`config.mk`:
```
export PLATFORM = sky130hd
export DESIGN_NAME = pmec_top
export DESIGN_NICKNAME = d
export VERILOG_FILES = /design/src/design/pmec_pkg.sv /design/src/design/pmec_top.sv
export SDC_FILE = /design/constraint.sdc
export NUM_CORES = 1
export LEC_CHECK = 0
export BUFFER_PORTS_ARGS = -buffer_cell sky130_fd_sc_hd__clkbuf_2
export CAP_MARGIN = 20
export CORE_ASPECT_RATIO = 1.2
export CORE_UTILIZATION = 50
export CTS_CLUSTER_SIZE = 14
export DETAILED_ROUTE_END_ITERATION = 10
export MAX_ROUTING_LAYER = met4
export PLACE_DENSITY = 0.75
export SLEW_MARGIN = 20
export SYNTH_ARGS = -nofsm -noshare
export SYNTH_HDL_FRONTEND = slang
export SYNTH_SLANG_ARGS = --single-unit
```
`constraint.sdc`:
```
create_clock -name clk_i -period 2.5 [get_ports clk_i]
set_input_delay 0 -clock clk_i [delete_from_list [all_inputs] [get_ports clk_i]]
set_output_delay 0 -clock clk_i [all_outputs]
set_load 0.02 [all_outputs]
```
`src/design/pmec_pkg.sv`:
```
// constants, types and register map of the power-mode and event control block
// assumes a 100 MHz core clock and a 10-bit word-addressed register port
package pmec_pkg;

    typedef enum logic [1:0] {PMEC_IDLE, PMEC_DETECT, PMEC_PARTIAL, PMEC_NORMAL} pmec_mode_type;

    localparam logic [1:0] MODE_CODE_NORMAL = 2'h3;
    localparam logic [1:0] MODE_CODE_PARTIAL = 2'h2;
    localparam logic [1:0] MODE_CODE_DETECT = 2'h1;
    localparam logic [1:0] MODE_CODE_IDLE = 2'h0;
    localparam int MODE_STABLE_CYCLES = 4;

    localparam int CLK_HZ = 100000000;
    localparam int SAMPLE_RATE_HZ = 8000;
    localparam int SAG_WINDOW_US = 11000;
    localparam int SAG_WINDOW_SAMPLES = SAG_WINDOW_US * (SAMPLE_RATE_HZ / 1000) / 1000;
    localparam int SAG_MIN_HITS = 3;

    localparam logic [9:0] ADDR_SOFT_RESET = 10'h000;
    localparam logic [9:0] ADDR_STATUS0 = 10'h001;
    localparam logic [9:0] ADDR_ENABLE0 = 10'h003;
    localparam logic [9:0] ADDR_ZX_CONFIG = 10'h007;
    localparam logic [9:0] ADDR_CMP_CTRL = 10'h00e;
    localparam logic [9:0] ADDR_SPECIAL_F = 10'h00f;
    localparam logic [9:0] ADDR_SAG_TH = 10'h010;
    localparam logic [9:0] ADDR_LOSS_TH = 10'h011;
    localparam logic [9:0] ADDR_EVENT_STATE = 10'h012;
    localparam logic [9:0] ADDR_PM_FIRST = 10'h014;
    localparam logic [9:0] ADDR_PM_LAST = 10'h01d;

    localparam int STAT_LOSS_BIT = 1;
    localparam int STAT_SAG_BIT = 3;

    localparam logic [15:0] ENABLE0_RST = 16'h0000;
    localparam logic [15:0] ZX_CONFIG_RST = 16'h0000;
    localparam logic [15:0] CMP_CTRL_RST = 16'h003f;
    localparam logic [15:0] SAG_TH_RST = 16'h1000;
    localparam logic [15:0] LOSS_TH_RST = 16'h0200;

    typedef struct packed {
        logic [9:0] addr;
        logic [15:0] wdata;
        logic wr;
        logic rd;
    } pmec_bus_req_type;

    typedef struct packed {
        logic valid;
        logic [2:0][15:0] mag;
    } pmec_sample_type;

    typedef struct packed {
        logic [2:0] volt;
        logic [2:0] curr;
    } pmec_zx_raw_type;

    typedef struct packed {
        logic [3:0] energy_pulse;
        logic warning;
        logic serial_data_out;
        logic sdo_drive;
    } pmec_core_out_type;

endpackage : pmec_pkg

```
`src/design/pmec_top.sv`:
```
// power-mode decode, mode sequencing, detection interrupts and voltage event logic
// assumes samples, zero-cross and metering signals come from logic on clk_i;
// mode pins and comparator outputs are asynchronous and get synchronised here
//
// The address map and the strobed register port were decided locally.
`timescale 1ns/100ps
module pmec_top #(
    parameter int STABLE_CYCLES = pmec_pkg::MODE_STABLE_CYCLES
) (
    input wire logic clk_i,
    input wire logic srst_i,
    input wire logic mode_select_hi_i,
    input wire logic mode_select_lo_i,
    input wire logic [2:0] cmp_pos_over_i,
    input wire logic [2:0] cmp_neg_over_i,
    input wire logic pm_done_i,
    input wire pmec_pkg::pmec_sample_type sample_i,
    input wire pmec_pkg::pmec_zx_raw_type zx_raw_i,
    input wire pmec_pkg::pmec_core_out_type core_out_i,
    input wire pmec_pkg::pmec_bus_req_type bus_i,
    output logic [15:0] rdata_o,
    output logic first_interrupt_out_o,
    output logic second_interrupt_out_o,
    output logic zero_cross_out_a_o,
    output logic zero_cross_out_b_o,
    output logic zero_cross_out_c_o,
    output logic energy_pulse_out_1_o,
    output logic energy_pulse_out_2_o,
    output logic energy_pulse_out_3_o,
    output logic energy_pulse_out_4_o,
    output logic warning_out_o,
    output logic serial_data_out_o,
    output logic serial_data_out_oe_n_o,
    output logic oscillator_out_en_o,
    output logic core_regulator_supply_en_o,
    output logic core_por_o,
    output logic lp_detector_en_o,
    output logic [5:0] cmp_power_o,
    output logic voltage_adc_en_o,
    output logic pm_meas_en_o,
    output logic [1:0] freq_phase_sel_o
);

    localparam logic [2:0] STABLE_LAST = 3'(STABLE_CYCLES - 1);
    localparam logic [6:0] WIN_LAST = 7'(pmec_pkg::SAG_WINDOW_SAMPLES - 1);
    localparam logic [1:0] MIN_HITS = 2'(pmec_pkg::SAG_MIN_HITS);

    function automatic pmec_pkg::pmec_mode_type mode_decode(input logic [1:0] code);
        pmec_pkg::pmec_mode_type m;
        unique case (code)
            pmec_pkg::MODE_CODE_NORMAL: m = pmec_pkg::PMEC_NORMAL;
            pmec_pkg::MODE_CODE_PARTIAL: m = pmec_pkg::PMEC_PARTIAL;
            pmec_pkg::MODE_CODE_DETECT: m = pmec_pkg::PMEC_DETECT;
            pmec_pkg::MODE_CODE_IDLE: m = pmec_pkg::PMEC_IDLE;
        endcase
        return m;
    endfunction : mode_decode

    function automatic logic partial_allowed(input logic [9:0] a);
        return (a >= pmec_pkg::ADDR_PM_FIRST && a <= pmec_pkg::ADDR_PM_LAST)
            || a == pmec_pkg::ADDR_SOFT_RESET || a == pmec_pkg::ADDR_STATUS0
            || a == pmec_pkg::ADDR_ENABLE0 || a == pmec_pkg::ADDR_ZX_CONFIG
            || a == pmec_pkg::ADDR_CMP_CTRL || a == pmec_pkg::ADDR_SPECIAL_F;
    endfunction : partial_allowed

    function automatic logic [1:0] hit_count(input logic [1:0] cnt, input logic hit);
        return (hit && cnt != 2'h3) ? cnt + 2'h1 : cnt;
    endfunction : hit_count

    function automatic logic core_on(input pmec_pkg::pmec_mode_type m);
        return m == pmec_pkg::PMEC_PARTIAL || m == pmec_pkg::PMEC_NORMAL;
    endfunction : core_on

    // mode pins: two-stage synchroniser plus stability filter
    logic [1:0] pin_meta_q;
    logic [1:0] pin_sync_q;
    logic [1:0] code_last_q, code_last_d;
    logic [2:0] stable_cnt_q, stable_cnt_d;
    pmec_pkg::pmec_mode_type mode_q, mode_d;
    logic mode_chg;
    logic por_q, por_d;
    logic soft_rst_q, soft_rst_d;
    logic core_clr;

    always_comb
    begin
        code_last_d = pin_sync_q;
        stable_cnt_d = 3'h0;
        mode_d = mode_q;
        if (pin_sync_q == code_last_q)
        begin
            stable_cnt_d = (stable_cnt_q == STABLE_LAST) ? stable_cnt_q : stable_cnt_q + 3'h1;
            if (stable_cnt_q == STABLE_LAST)
                mode_d = mode_decode(code_last_q);
        end
        mode_chg = mode_d != mode_q;
        // regulator turning on means the core comes up from cold
        por_d = mode_chg && core_on(mode_d) && !core_on(mode_q);
        soft_rst_d = bus_i.wr && bus_i.addr == pmec_pkg::ADDR_SOFT_RESET
            && mode_q == pmec_pkg::PMEC_NORMAL;
    end

    always_ff @(posedge clk_i)
    begin
        pin_meta_q <= {mode_select_hi_i, mode_select_lo_i};
        pin_sync_q <= pin_meta_q;
        if (srst_i)
        begin
            code_last_q <= pmec_pkg::MODE_CODE_IDLE;
            stable_cnt_q <= 3'h0;
            mode_q <= pmec_pkg::PMEC_IDLE;
            por_q <= 1'b0;
            soft_rst_q <= 1'b0;
        end
        else
        begin
            code_last_q <= code_last_d;
            stable_cnt_q <= stable_cnt_d;
            mode_q <= mode_d;
            por_q <= por_d;
            soft_rst_q <= soft_rst_d;
        end
    end

    assign core_clr = srst_i || por_q || soft_rst_q;
    assign core_por_o = por_q;

    // per-mode power enables, decoded straight from the settled mode
    assign core_regulator_supply_en_o = core_on(mode_q);
    assign lp_detector_en_o = mode_q == pmec_pkg::PMEC_DETECT;
    assign voltage_adc_en_o = mode_q == pmec_pkg::PMEC_NORMAL;
    assign pm_meas_en_o = core_on(mode_q);
    assign oscillator_out_en_o = mode_q != pmec_pkg::PMEC_IDLE;

    // configuration registers survive the cold core start
    logic [15:0] enable0_q, enable0_d;
    logic [15:0] zx_cfg_q, zx_cfg_d;
    logic [15:0] cmp_ctrl_q, cmp_ctrl_d;
    logic [15:0] sag_th_q, sag_th_d;
    logic [15:0] loss_th_q, loss_th_d;
    logic [15:0] status_q, status_d;
    logic [15:0] rdata_q, rdata_d;
    logic access_ok;
    logic sag_rise, loss_rise;

    always_comb
    begin
        access_ok = mode_q == pmec_pkg::PMEC_NORMAL
            || (mode_q == pmec_pkg::PMEC_PARTIAL && partial_allowed(bus_i.addr));
        enable0_d = enable0_q;
        zx_cfg_d = zx_cfg_q;
        cmp_ctrl_d = cmp_ctrl_q;
        sag_th_d = sag_th_q;
        loss_th_d = loss_th_q;
        if (bus_i.wr && access_ok)
        begin
            unique case (bus_i.addr)
                pmec_pkg::ADDR_ENABLE0: enable0_d = bus_i.wdata;
                pmec_pkg::ADDR_ZX_CONFIG: zx_cfg_d = bus_i.wdata;
                pmec_pkg::ADDR_CMP_CTRL: cmp_ctrl_d = bus_i.wdata;
                pmec_pkg::ADDR_SAG_TH: sag_th_d = bus_i.wdata;
                pmec_pkg::ADDR_LOSS_TH: loss_th_d = bus_i.wdata;
                default: ;
            endcase
        end
        rdata_d = 16'h0000;
        if (bus_i.rd && access_ok)
        begin
            unique case (bus_i.addr)
                pmec_pkg::ADDR_STATUS0: rdata_d = status_q;
                pmec_pkg::ADDR_ENABLE0: rdata_d = enable0_q;
                pmec_pkg::ADDR_ZX_CONFIG: rdata_d = zx_cfg_q;
                pmec_pkg::ADDR_CMP_CTRL: rdata_d = cmp_ctrl_q;
                pmec_pkg::ADDR_SAG_TH: rdata_d = sag_th_q;
                pmec_pkg::ADDR_LOSS_TH: rdata_d = loss_th_q;
                pmec_pkg::ADDR_EVENT_STATE: rdata_d = event_state();
                default: rdata_d = 16'h0000;
            endcase
        end
        // read clears, but an event in the same cycle still lands
        status_d = status_q;
        if (bus_i.rd && access_ok && bus_i.addr == pmec_pkg::ADDR_STATUS0)
            status_d = 16'h0000;
        status_d[pmec_pkg::STAT_SAG_BIT] = status_d[pmec_pkg::STAT_SAG_BIT] | sag_rise;
        status_d[pmec_pkg::STAT_LOSS_BIT] = status_d[pmec_pkg::STAT_LOSS_BIT] | loss_rise;
    end

    always_ff @(posedge clk_i)
    begin
        if (srst_i)
        begin
            enable0_q <= pmec_pkg::ENABLE0_RST;
            zx_cfg_q <= pmec_pkg::ZX_CONFIG_RST;
            cmp_ctrl_q <= pmec_pkg::CMP_CTRL_RST;
            sag_th_q <= pmec_pkg::SAG_TH_RST;
            loss_th_q <= pmec_pkg::LOSS_TH_RST;
            rdata_q <= 16'h0000;
        end
        else
        begin
            enable0_q <= enable0_d;
            zx_cfg_q <= zx_cfg_d;
            cmp_ctrl_q <= cmp_ctrl_d;
            sag_th_q <= sag_th_d;
            loss_th_q <= loss_th_d;
            rdata_q <= rdata_d;
        end
        if (core_clr)
            status_q <= 16'h0000;
        else
            status_q <= status_d;
    end

    assign rdata_o = rdata_q;

    // sag and phase-loss windows, only while voltage converters run
    logic [6:0] win_cnt_q, win_cnt_d;
    logic [2:0][1:0] sag_hits_q, sag_hits_d, loss_hits_q, loss_hits_d;
    logic [2:0] sag_low_q, sag_low_d, loss_low_q, loss_low_d;
    logic [2:0] sag_q, sag_d, loss_q, loss_d;
    logic [1:0] freq_sel_q, freq_sel_d;

    function automatic logic [15:0] event_state();
        return {4'h0, freq_sel_q, 1'b0, loss_q, sag_q, 1'b0, mode_q};
    endfunction : event_state

    always_comb
    begin
        win_cnt_d = win_cnt_q;
        sag_hits_d = sag_hits_q;
        loss_hits_d = loss_hits_q;
        sag_low_d = sag_low_q;
        loss_low_d = loss_low_q;
        sag_d = sag_q;
        loss_d = loss_q;
        if (mode_q == pmec_pkg::PMEC_NORMAL && sample_i.valid)
        begin
            win_cnt_d = (win_cnt_q == WIN_LAST) ? 7'h00 : win_cnt_q + 7'h01;
            for (int p = 0; p < 3; p++)
            begin
                sag_hits_d[p] = hit_count(sag_hits_q[p], sample_i.mag[p] > sag_th_q);
                loss_hits_d[p] = hit_count(loss_hits_q[p], sample_i.mag[p] > loss_th_q);
                if (win_cnt_q == WIN_LAST)
                begin
                    sag_low_d[p] = sag_hits_d[p] < MIN_HITS;
                    loss_low_d[p] = loss_hits_d[p] < MIN_HITS;
                    sag_d[p] = sag_low_q[p] && sag_low_d[p];
                    loss_d[p] = loss_low_q[p] && loss_low_d[p];
                    sag_hits_d[p] = 2'h0;
                    loss_hits_d[p] = 2'h0;
                end
            end
        end
        sag_rise = |(sag_d & ~sag_q);
        loss_rise = |(loss_d & ~loss_q);
        // frequency source falls back a -> c -> b as sags appear
        if (!sag_q[0])
            freq_sel_d = 2'h0;
        else if (!sag_q[2])
            freq_sel_d = 2'h2;
        else
            freq_sel_d = 2'h1;
    end

    always_ff @(posedge clk_i)
    begin
        if (core_clr || mode_q != pmec_pkg::PMEC_NORMAL)
        begin
            win_cnt_q <= 7'h00;
            sag_hits_q <= '0;
            loss_hits_q <= '0;
            sag_low_q <= 3'h0;
            loss_low_q <= 3'h0;
            sag_q <= 3'h0;
            loss_q <= 3'h0;
            freq_sel_q <= 2'h0;
        end
        else
        begin
            win_cnt_q <= win_cnt_d;
            sag_hits_q <= sag_hits_d;
            loss_hits_q <= loss_hits_d;
            sag_low_q <= sag_low_d;
            loss_low_q <= loss_low_d;
            sag_q <= sag_d;
            loss_q <= loss_d;
            freq_sel_q <= freq_sel_d;
        end
    end

    assign freq_phase_sel_o = freq_sel_q;

    // detection comparators cross in from the analog side
    logic [5:0] cmp_meta_q, cmp_sync_q;
    logic [2:0] phase_over;
    logic det_first_interrupt_out_q, det_first_interrupt_out_d, det_second_interrupt_out_q, det_second_interrupt_out_d;
    logic pm_irq_q, pm_irq_d;

    assign cmp_power_o = (mode_q == pmec_pkg::PMEC_DETECT) ? cmp_ctrl_q[5:0] : 6'h00;

    always_comb
    begin
        phase_over = (cmp_sync_q[2:0] & cmp_ctrl_q[2:0]) | (cmp_sync_q[5:3] & cmp_ctrl_q[5:3]);
        det_first_interrupt_out_d = det_first_interrupt_out_q;
        det_second_interrupt_out_d = det_second_interrupt_out_q;
        pm_irq_d = pm_irq_q;
        if (mode_chg)
        begin
            det_first_interrupt_out_d = 1'b0;
            det_second_interrupt_out_d = 1'b0;
            pm_irq_d = 1'b0;
        end
        else if (mode_q == pmec_pkg::PMEC_DETECT)
        begin
            det_first_interrupt_out_d = det_first_interrupt_out_q || (|phase_over);
            det_second_interrupt_out_d = det_second_interrupt_out_q || (&phase_over);
        end
        else if (mode_q == pmec_pkg::PMEC_PARTIAL)
            pm_irq_d = pm_irq_q || pm_done_i;
    end

    always_ff @(posedge clk_i)
    begin
        cmp_meta_q <= {cmp_neg_over_i, cmp_pos_over_i};
        cmp_sync_q <= cmp_meta_q;
        if (srst_i)
        begin
            det_first_interrupt_out_q <= 1'b0;
            det_second_interrupt_out_q <= 1'b0;
            pm_irq_q <= 1'b0;
        end
        else
        begin
            det_first_interrupt_out_q <= det_first_interrupt_out_d;
            det_second_interrupt_out_q <= det_second_interrupt_out_d;
            pm_irq_q <= pm_irq_d;
        end
    end

    // pin outputs, forced quiet in idle; detect drives only the two interrupt pins
    logic first_interrupt_out_q, first_interrupt_out_d, second_interrupt_out_q, second_interrupt_out_d;
    logic [2:0] zx_q, zx_d;
    logic [3:0] cf_q, cf_d;
    logic warn_q, warn_d, sdo_q, sdo_d, sdo_oe_n_q, sdo_oe_n_d;

    always_comb
    begin
        first_interrupt_out_d = 1'b0;
        second_interrupt_out_d = 1'b0;
        zx_d = 3'h0;
        cf_d = 4'h0;
        warn_d = 1'b0;
        sdo_d = 1'b0;
        sdo_oe_n_d = 1'b1;
        unique case (mode_q)
            pmec_pkg::PMEC_IDLE: ;
            pmec_pkg::PMEC_DETECT:
            begin
                first_interrupt_out_d = det_first_interrupt_out_q;
                second_interrupt_out_d = det_second_interrupt_out_q;
            end
            pmec_pkg::PMEC_PARTIAL:
            begin
                first_interrupt_out_d = pm_irq_q;
                sdo_d = core_out_i.serial_data_out;
                sdo_oe_n_d = !core_out_i.sdo_drive;
            end
            pmec_pkg::PMEC_NORMAL:
            begin
                first_interrupt_out_d = |(status_q & enable0_q);
                for (int p = 0; p < 3; p++)
                    zx_d[p] = zx_cfg_q[p + 3] && !loss_q[p]
                        && (zx_cfg_q[p] ? zx_raw_i.curr[p] : zx_raw_i.volt[p]);
                cf_d = core_out_i.energy_pulse;
                warn_d = core_out_i.warning;
                sdo_d = core_out_i.serial_data_out;
                sdo_oe_n_d = !core_out_i.sdo_drive;
            end
        endcase
    end

    always_ff @(posedge clk_i)
    begin
        if (srst_i)
        begin
            first_interrupt_out_q <= 1'b0;
            second_interrupt_out_q <= 1'b0;
            zx_q <= 3'h0;
            cf_q <= 4'h0;
            warn_q <= 1'b0;
            sdo_q <= 1'b0;
            sdo_oe_n_q <= 1'b1;
        end
        else
        begin
            first_interrupt_out_q <= first_interrupt_out_d;
            second_interrupt_out_q <= second_interrupt_out_d;
            zx_q <= zx_d;
            cf_q <= cf_d;
            warn_q <= warn_d;
            sdo_q <= sdo_d;
            sdo_oe_n_q <= sdo_oe_n_d;
        end
    end

    assign first_interrupt_out_o = first_interrupt_out_q;
    assign second_interrupt_out_o = second_interrupt_out_q;
    assign zero_cross_out_a_o = zx_q[0];
    assign zero_cross_out_b_o = zx_q[1];
    assign zero_cross_out_c_o = zx_q[2];
    assign {energy_pulse_out_4_o, energy_pulse_out_3_o} = cf_q[3:2];
    assign {energy_pulse_out_2_o, energy_pulse_out_1_o} = cf_q[1:0];
    assign warning_out_o = warn_q;
    assign serial_data_out_o = sdo_q;
    assign serial_data_out_oe_n_o = sdo_oe_n_q;
endmodule : pmec_top

```
==> impl_metrics.env <==
export IMPL_clock_power_share_pct=48.1
export IMPL_vdd_ir_drop_worst_mv=0.5329
export IMPL_final_antenna_net_count=0
export IMPL_top_cells_by_count_synth="sky130_fd_sc_hd__dfxtp_1 (171), sky130_fd_sc_hd__a21oi_1 (125), sky130_fd_sc_hd__nor2_1 (115), sky130_fd_sc_hd__ha_1 (105), sky130_fd_sc_hd__nand2_1 (101)"
export IMPL_timing_final_crit_share_pct=101.1
export IMPL_grt_total_usage_pct=30.15
export IMPL_io_buffers=142
export IMPL_final_setup_tns_ps=-51.66
export IMPL_routed_wire_length_per_instance_um=18.37
export IMPL_power_leakage_nw=4.872
export IMPL_insertion_delay_ps=440
export IMPL_mappedNetlistNets=1219
export IMPL_global_route_overflow_total=0
export IMPL_floorplan_io_pins=143
export IMPL_core_area_um2=17510
export IMPL_total_switching_power_mw=1.422
export IMPL_failed_checks="negative setup slack"
export IMPL_detail_route_iter0_violations=695
export IMPL_timing_worst_setup_path_type="reg2reg"
export IMPL_grt_pass1_vias=8282
export IMPL_cp_start_kind="flip-flop"
export IMPL_synthArstFlopShare_pct=0
export IMPL_die_width_um=124.2
export IMPL_vias_per_cell=5.892
export IMPL_holdCritStartpoint="bus_i[0]"
export IMPL_power_frac_seq_pct=43.9
export IMPL_synth_ff_latch_count=171
export IMPL_synth_top_cells_by_area="sky130_fd_sc_hd__dfxtp_1 (38%), sky130_fd_sc_hd__ha_1 (15%), sky130_fd_sc_hd__a21oi_1 (7.0%), sky130_fd_sc_hd__nor2_1 (4.8%), sky130_fd_sc_hd__nand2_1 (4.2%)"
export IMPL_cp_end_kind="flip-flop"
export IMPL_syn_inst_count=1013
export IMPL_cap_violations=0
export IMPL_period_minus_slack_ps=2526
export IMPL_worstMarginPinSlew_ps=725.1
export IMPL_timing_slew_headroom_pct=51.66
export IMPL_final_critical_path_setup_slack_ps=-26.35
export IMPL_netlist_area_um2=8965
export IMPL_combinationalPowerShare_pct=7.9
export IMPL_die_area_um2=18470
export IMPL_numCtsBuffers=17
export IMPL_die_height_um=148.7
export IMPL_hold_viol=0
export IMPL_count_of_flip_flops_with_a_built_in_enable_after_synthesis=0
export IMPL_cp_required_ps=2830
export IMPL_start_util_pct=51.21
export IMPL_htreeDepth=4
export IMPL_drtPass1Iterations=6
export IMPL_avgSynthCellArea_um2=8.850
export IMPL_sequential_share_of_the_synthesized_area_pct=38.19
export IMPL_cts_num_sinks=171
export IMPL_synth_lib_cells_used_distinct=67
export IMPL_grt_setup_unrepaired="true"
export IMPL_hold_slack_ps=102.0
export IMPL_capturing_point_of_the_worst_reg2reg_path="status_q[1]"
export IMPL_via_count=8726
export IMPL_synth_top_area_cell="sky130_fd_sc_hd__dfxtp_1"
export IMPL_setup_slack_of_the_worst_register_to_register_path_ps=-30
export IMPL_arrival_time_worst_endpoint_ps=2860
export IMPL_clock_tree_from_tritoncts="done"
export IMPL_maxSlewViolCount=0
export IMPL_hold_path_class="in2reg"
export IMPL_power_density_nw_per_um2=534.8
export IMPL_layout_drive_gt1_share_pct=25.85
export IMPL_root_buffer="sky130_fd_sc_hd__clkbuf_16"
export IMPL_setup_viol_count_final=2
export IMPL_final_cells=1481
export IMPL_synth_yosys_warnings=0
export IMPL_timing_critical_path_fanout_max=3
export IMPL_maxClockFrequency_mhz=395.8
export IMPL_antennaDiodeCount=0
export IMPL_number_of_cells_after_detailed_placement=1400
export IMPL_synth_top_area_share_pct=38.19
export IMPL_finalNetCount=1454
export IMPL_whs_endpoint="rdata_o[12]"
export IMPL_swShare_pct=22.72
export IMPL_antenna_found_initial=0
export IMPL_worst_clock_skew_ps=15.84
export IMPL_dominantRegCellSynth="sky130_fd_sc_hd__dfxtp_1"
export IMPL_r2r_worst_path_cells=9
export IMPL_gp_congestion=0.9755
export IMPL_detailedPlacementHpwl_um=19760
export IMPL_wl_um=27210
export IMPL_grt_max_degree=68
export IMPL_clk_path_buf_depth=2
export IMPL_cts_clk_slew_worst_paths_ps=70
export IMPL_post_synth_top_count_cell="sky130_fd_sc_hd__dfxtp_1"
export IMPL_grt_pass1_wl_um=42570
export IMPL_worstReg2RegStart="loss_th_q[1]"
export IMPL_postLayoutCellArea_um2=11700
export IMPL_layout_area_overhead_vs_synth_pct=30.51
export IMPL_postPlaceCellArea_um2=10310
export IMPL_worstHoldPathCells=4
export IMPL_run_status="complete, but fails checks"
export IMPL_remaining_drc_errors=0
export IMPL_rows=53
export IMPL_intPower_mw=4.835
## through the flow
step | power (mW) | utilization, % | setup WS [ps]
after global routing | 6.459 | 66.83 | -156.7
after detailed placement | 3.218 | 58.91 | -142.4
after CTS | 6.253 | 66.11 | 0.002887
after floorplan | 3.010 | - | 63.95
final | 6.257 | 66.83 | -26.35
after global placement | 3.214 | 58.91 | -79.65
## area by class of cell
class                           instances  area, um2
Fill cell                            1404       5807
Multi-Input combinational cell        755       5364
Sequential cell                       171       3438
Timing Repair Buffer                  264       1795
Clock buffer                           19      452.9
Tap cell                              220      275.3
Clock inverter                         13      222.7
Inverter                               39      151.4
## critical path: stages, from the launching register on
cell	delay (ps)
sky130_fd_sc_hd__dfxtp_2	350
sky130_fd_sc_hd__inv_4	50
sky130_fd_sc_hd__ha_4	260
sky130_fd_sc_hd__nor2b_4	120
sky130_fd_sc_hd__o211ai_1	100
sky130_fd_sc_hd__a2111o_1	410
sky130_fd_sc_hd__a311o_1	400
sky130_fd_sc_hd__mux2_4	330
sky130_fd_sc_hd__a32o_1	210
sky130_fd_sc_hd__a31o_2	190
## kinds of logic after synthesis
kind of cell	after synthesis	synth area share (%)
and+or+nand+nor	337	18.06
AOI/OAI and AO/OA	263	19.04
DFF	171	38.19
adders and majority gates	105	14.65
buffers and inverters	87	4.536
muxes	41	4.648
xor gates and xnor gates	9	0.8793
## metal layers
| metal | share of wire (%) | track usage (%) |
|---|---|---|
| met3 | 7.2 | 4.964 |
| met2 | 48 | 48.67 |
| met1 | 42 | 36.83 |
| met4 | 3.7 | 14.16 |
| met5 | 0 | - |
## power groups by stage
stage | Combinational, mW | Clock (mW) | Sequential, mW
after floorplan | 0.203 | 0 | 2.81
after global placement | 0.404 | 0 | 2.81
after detailed placement | 0.409 | 0 | 2.81
after CTS | 0.477 | 3.03 | 2.75
after global routing | 0.546 | 3.17 | 2.75
final | 0.497 | 3.01 | 2.75
## state kept, by name (all words and copies together), names as in the netlist, 6 cells and up
signal and flops:
cmp_ctrl_q 16, cmp_meta_q 6, cmp_sync_q 6, enable0_q 16, loss_hits_q 6, loss_th_q 16, rdata_o 16, sag_hits_q 6
sag_th_q 16, win_cnt_q 7, zx_cfg_q 16
## worst max path at each step
stage                      start          end  slack (ps)  cells after the start
finish              loss_th_q[1]  status_q[1]         -30                      9
global route        sag_th_q[14]  status_q[3]        -160                     11
CTS                 loss_th_q[9]  status_q[1]       0.003                     10
detailed placement  sag_th_q[11]  status_q[3]        -140                     10
global placement    sag_th_q[11]  status_q[3]         -80                     10
floorplan           loss_th_q[1]  status_q[1]          60                      9
## timing repair
item	4_1_cts	5_1_grt
hold buffers	41	0
endpoints found under the hold margin	97	0
setup buffers	5	4
endpoints found under the setup margin	5	14
resized for setup	42	22
pin swaps	8	19
## cell usage in the layout (no fill, tap or decap), drive strengths merged, types with 7 or more instances in the layout
cell / Yosys / final
a222oi: 15 / 15
a211o: 9 / 9
nor2b: 12 / 12
nand4: 22 / 22
nand2: 102 / 102
a31oi: 16 / 16
nand3: 14 / 14
dlygate4sd3: 0 / 41
dfxtp: 171 / 171
and3: 14 / 14
a21oi: 125 / 125
nor4: 9 / 9
mux2i: 36 / 36
nor2: 115 / 115
a22o: 8 / 8
buf: 21 / 82
xor2: 8 / 8
and2: 21 / 21
o211ai: 7 / 7
inv: 39 / 46
o21a: 7 / 7
ha: 105 / 105
o21ai: 16 / 16
a22oi: 19 / 19
clkbuf: 27 / 160
Note: power is estimated with default switching activity, not from simulation.
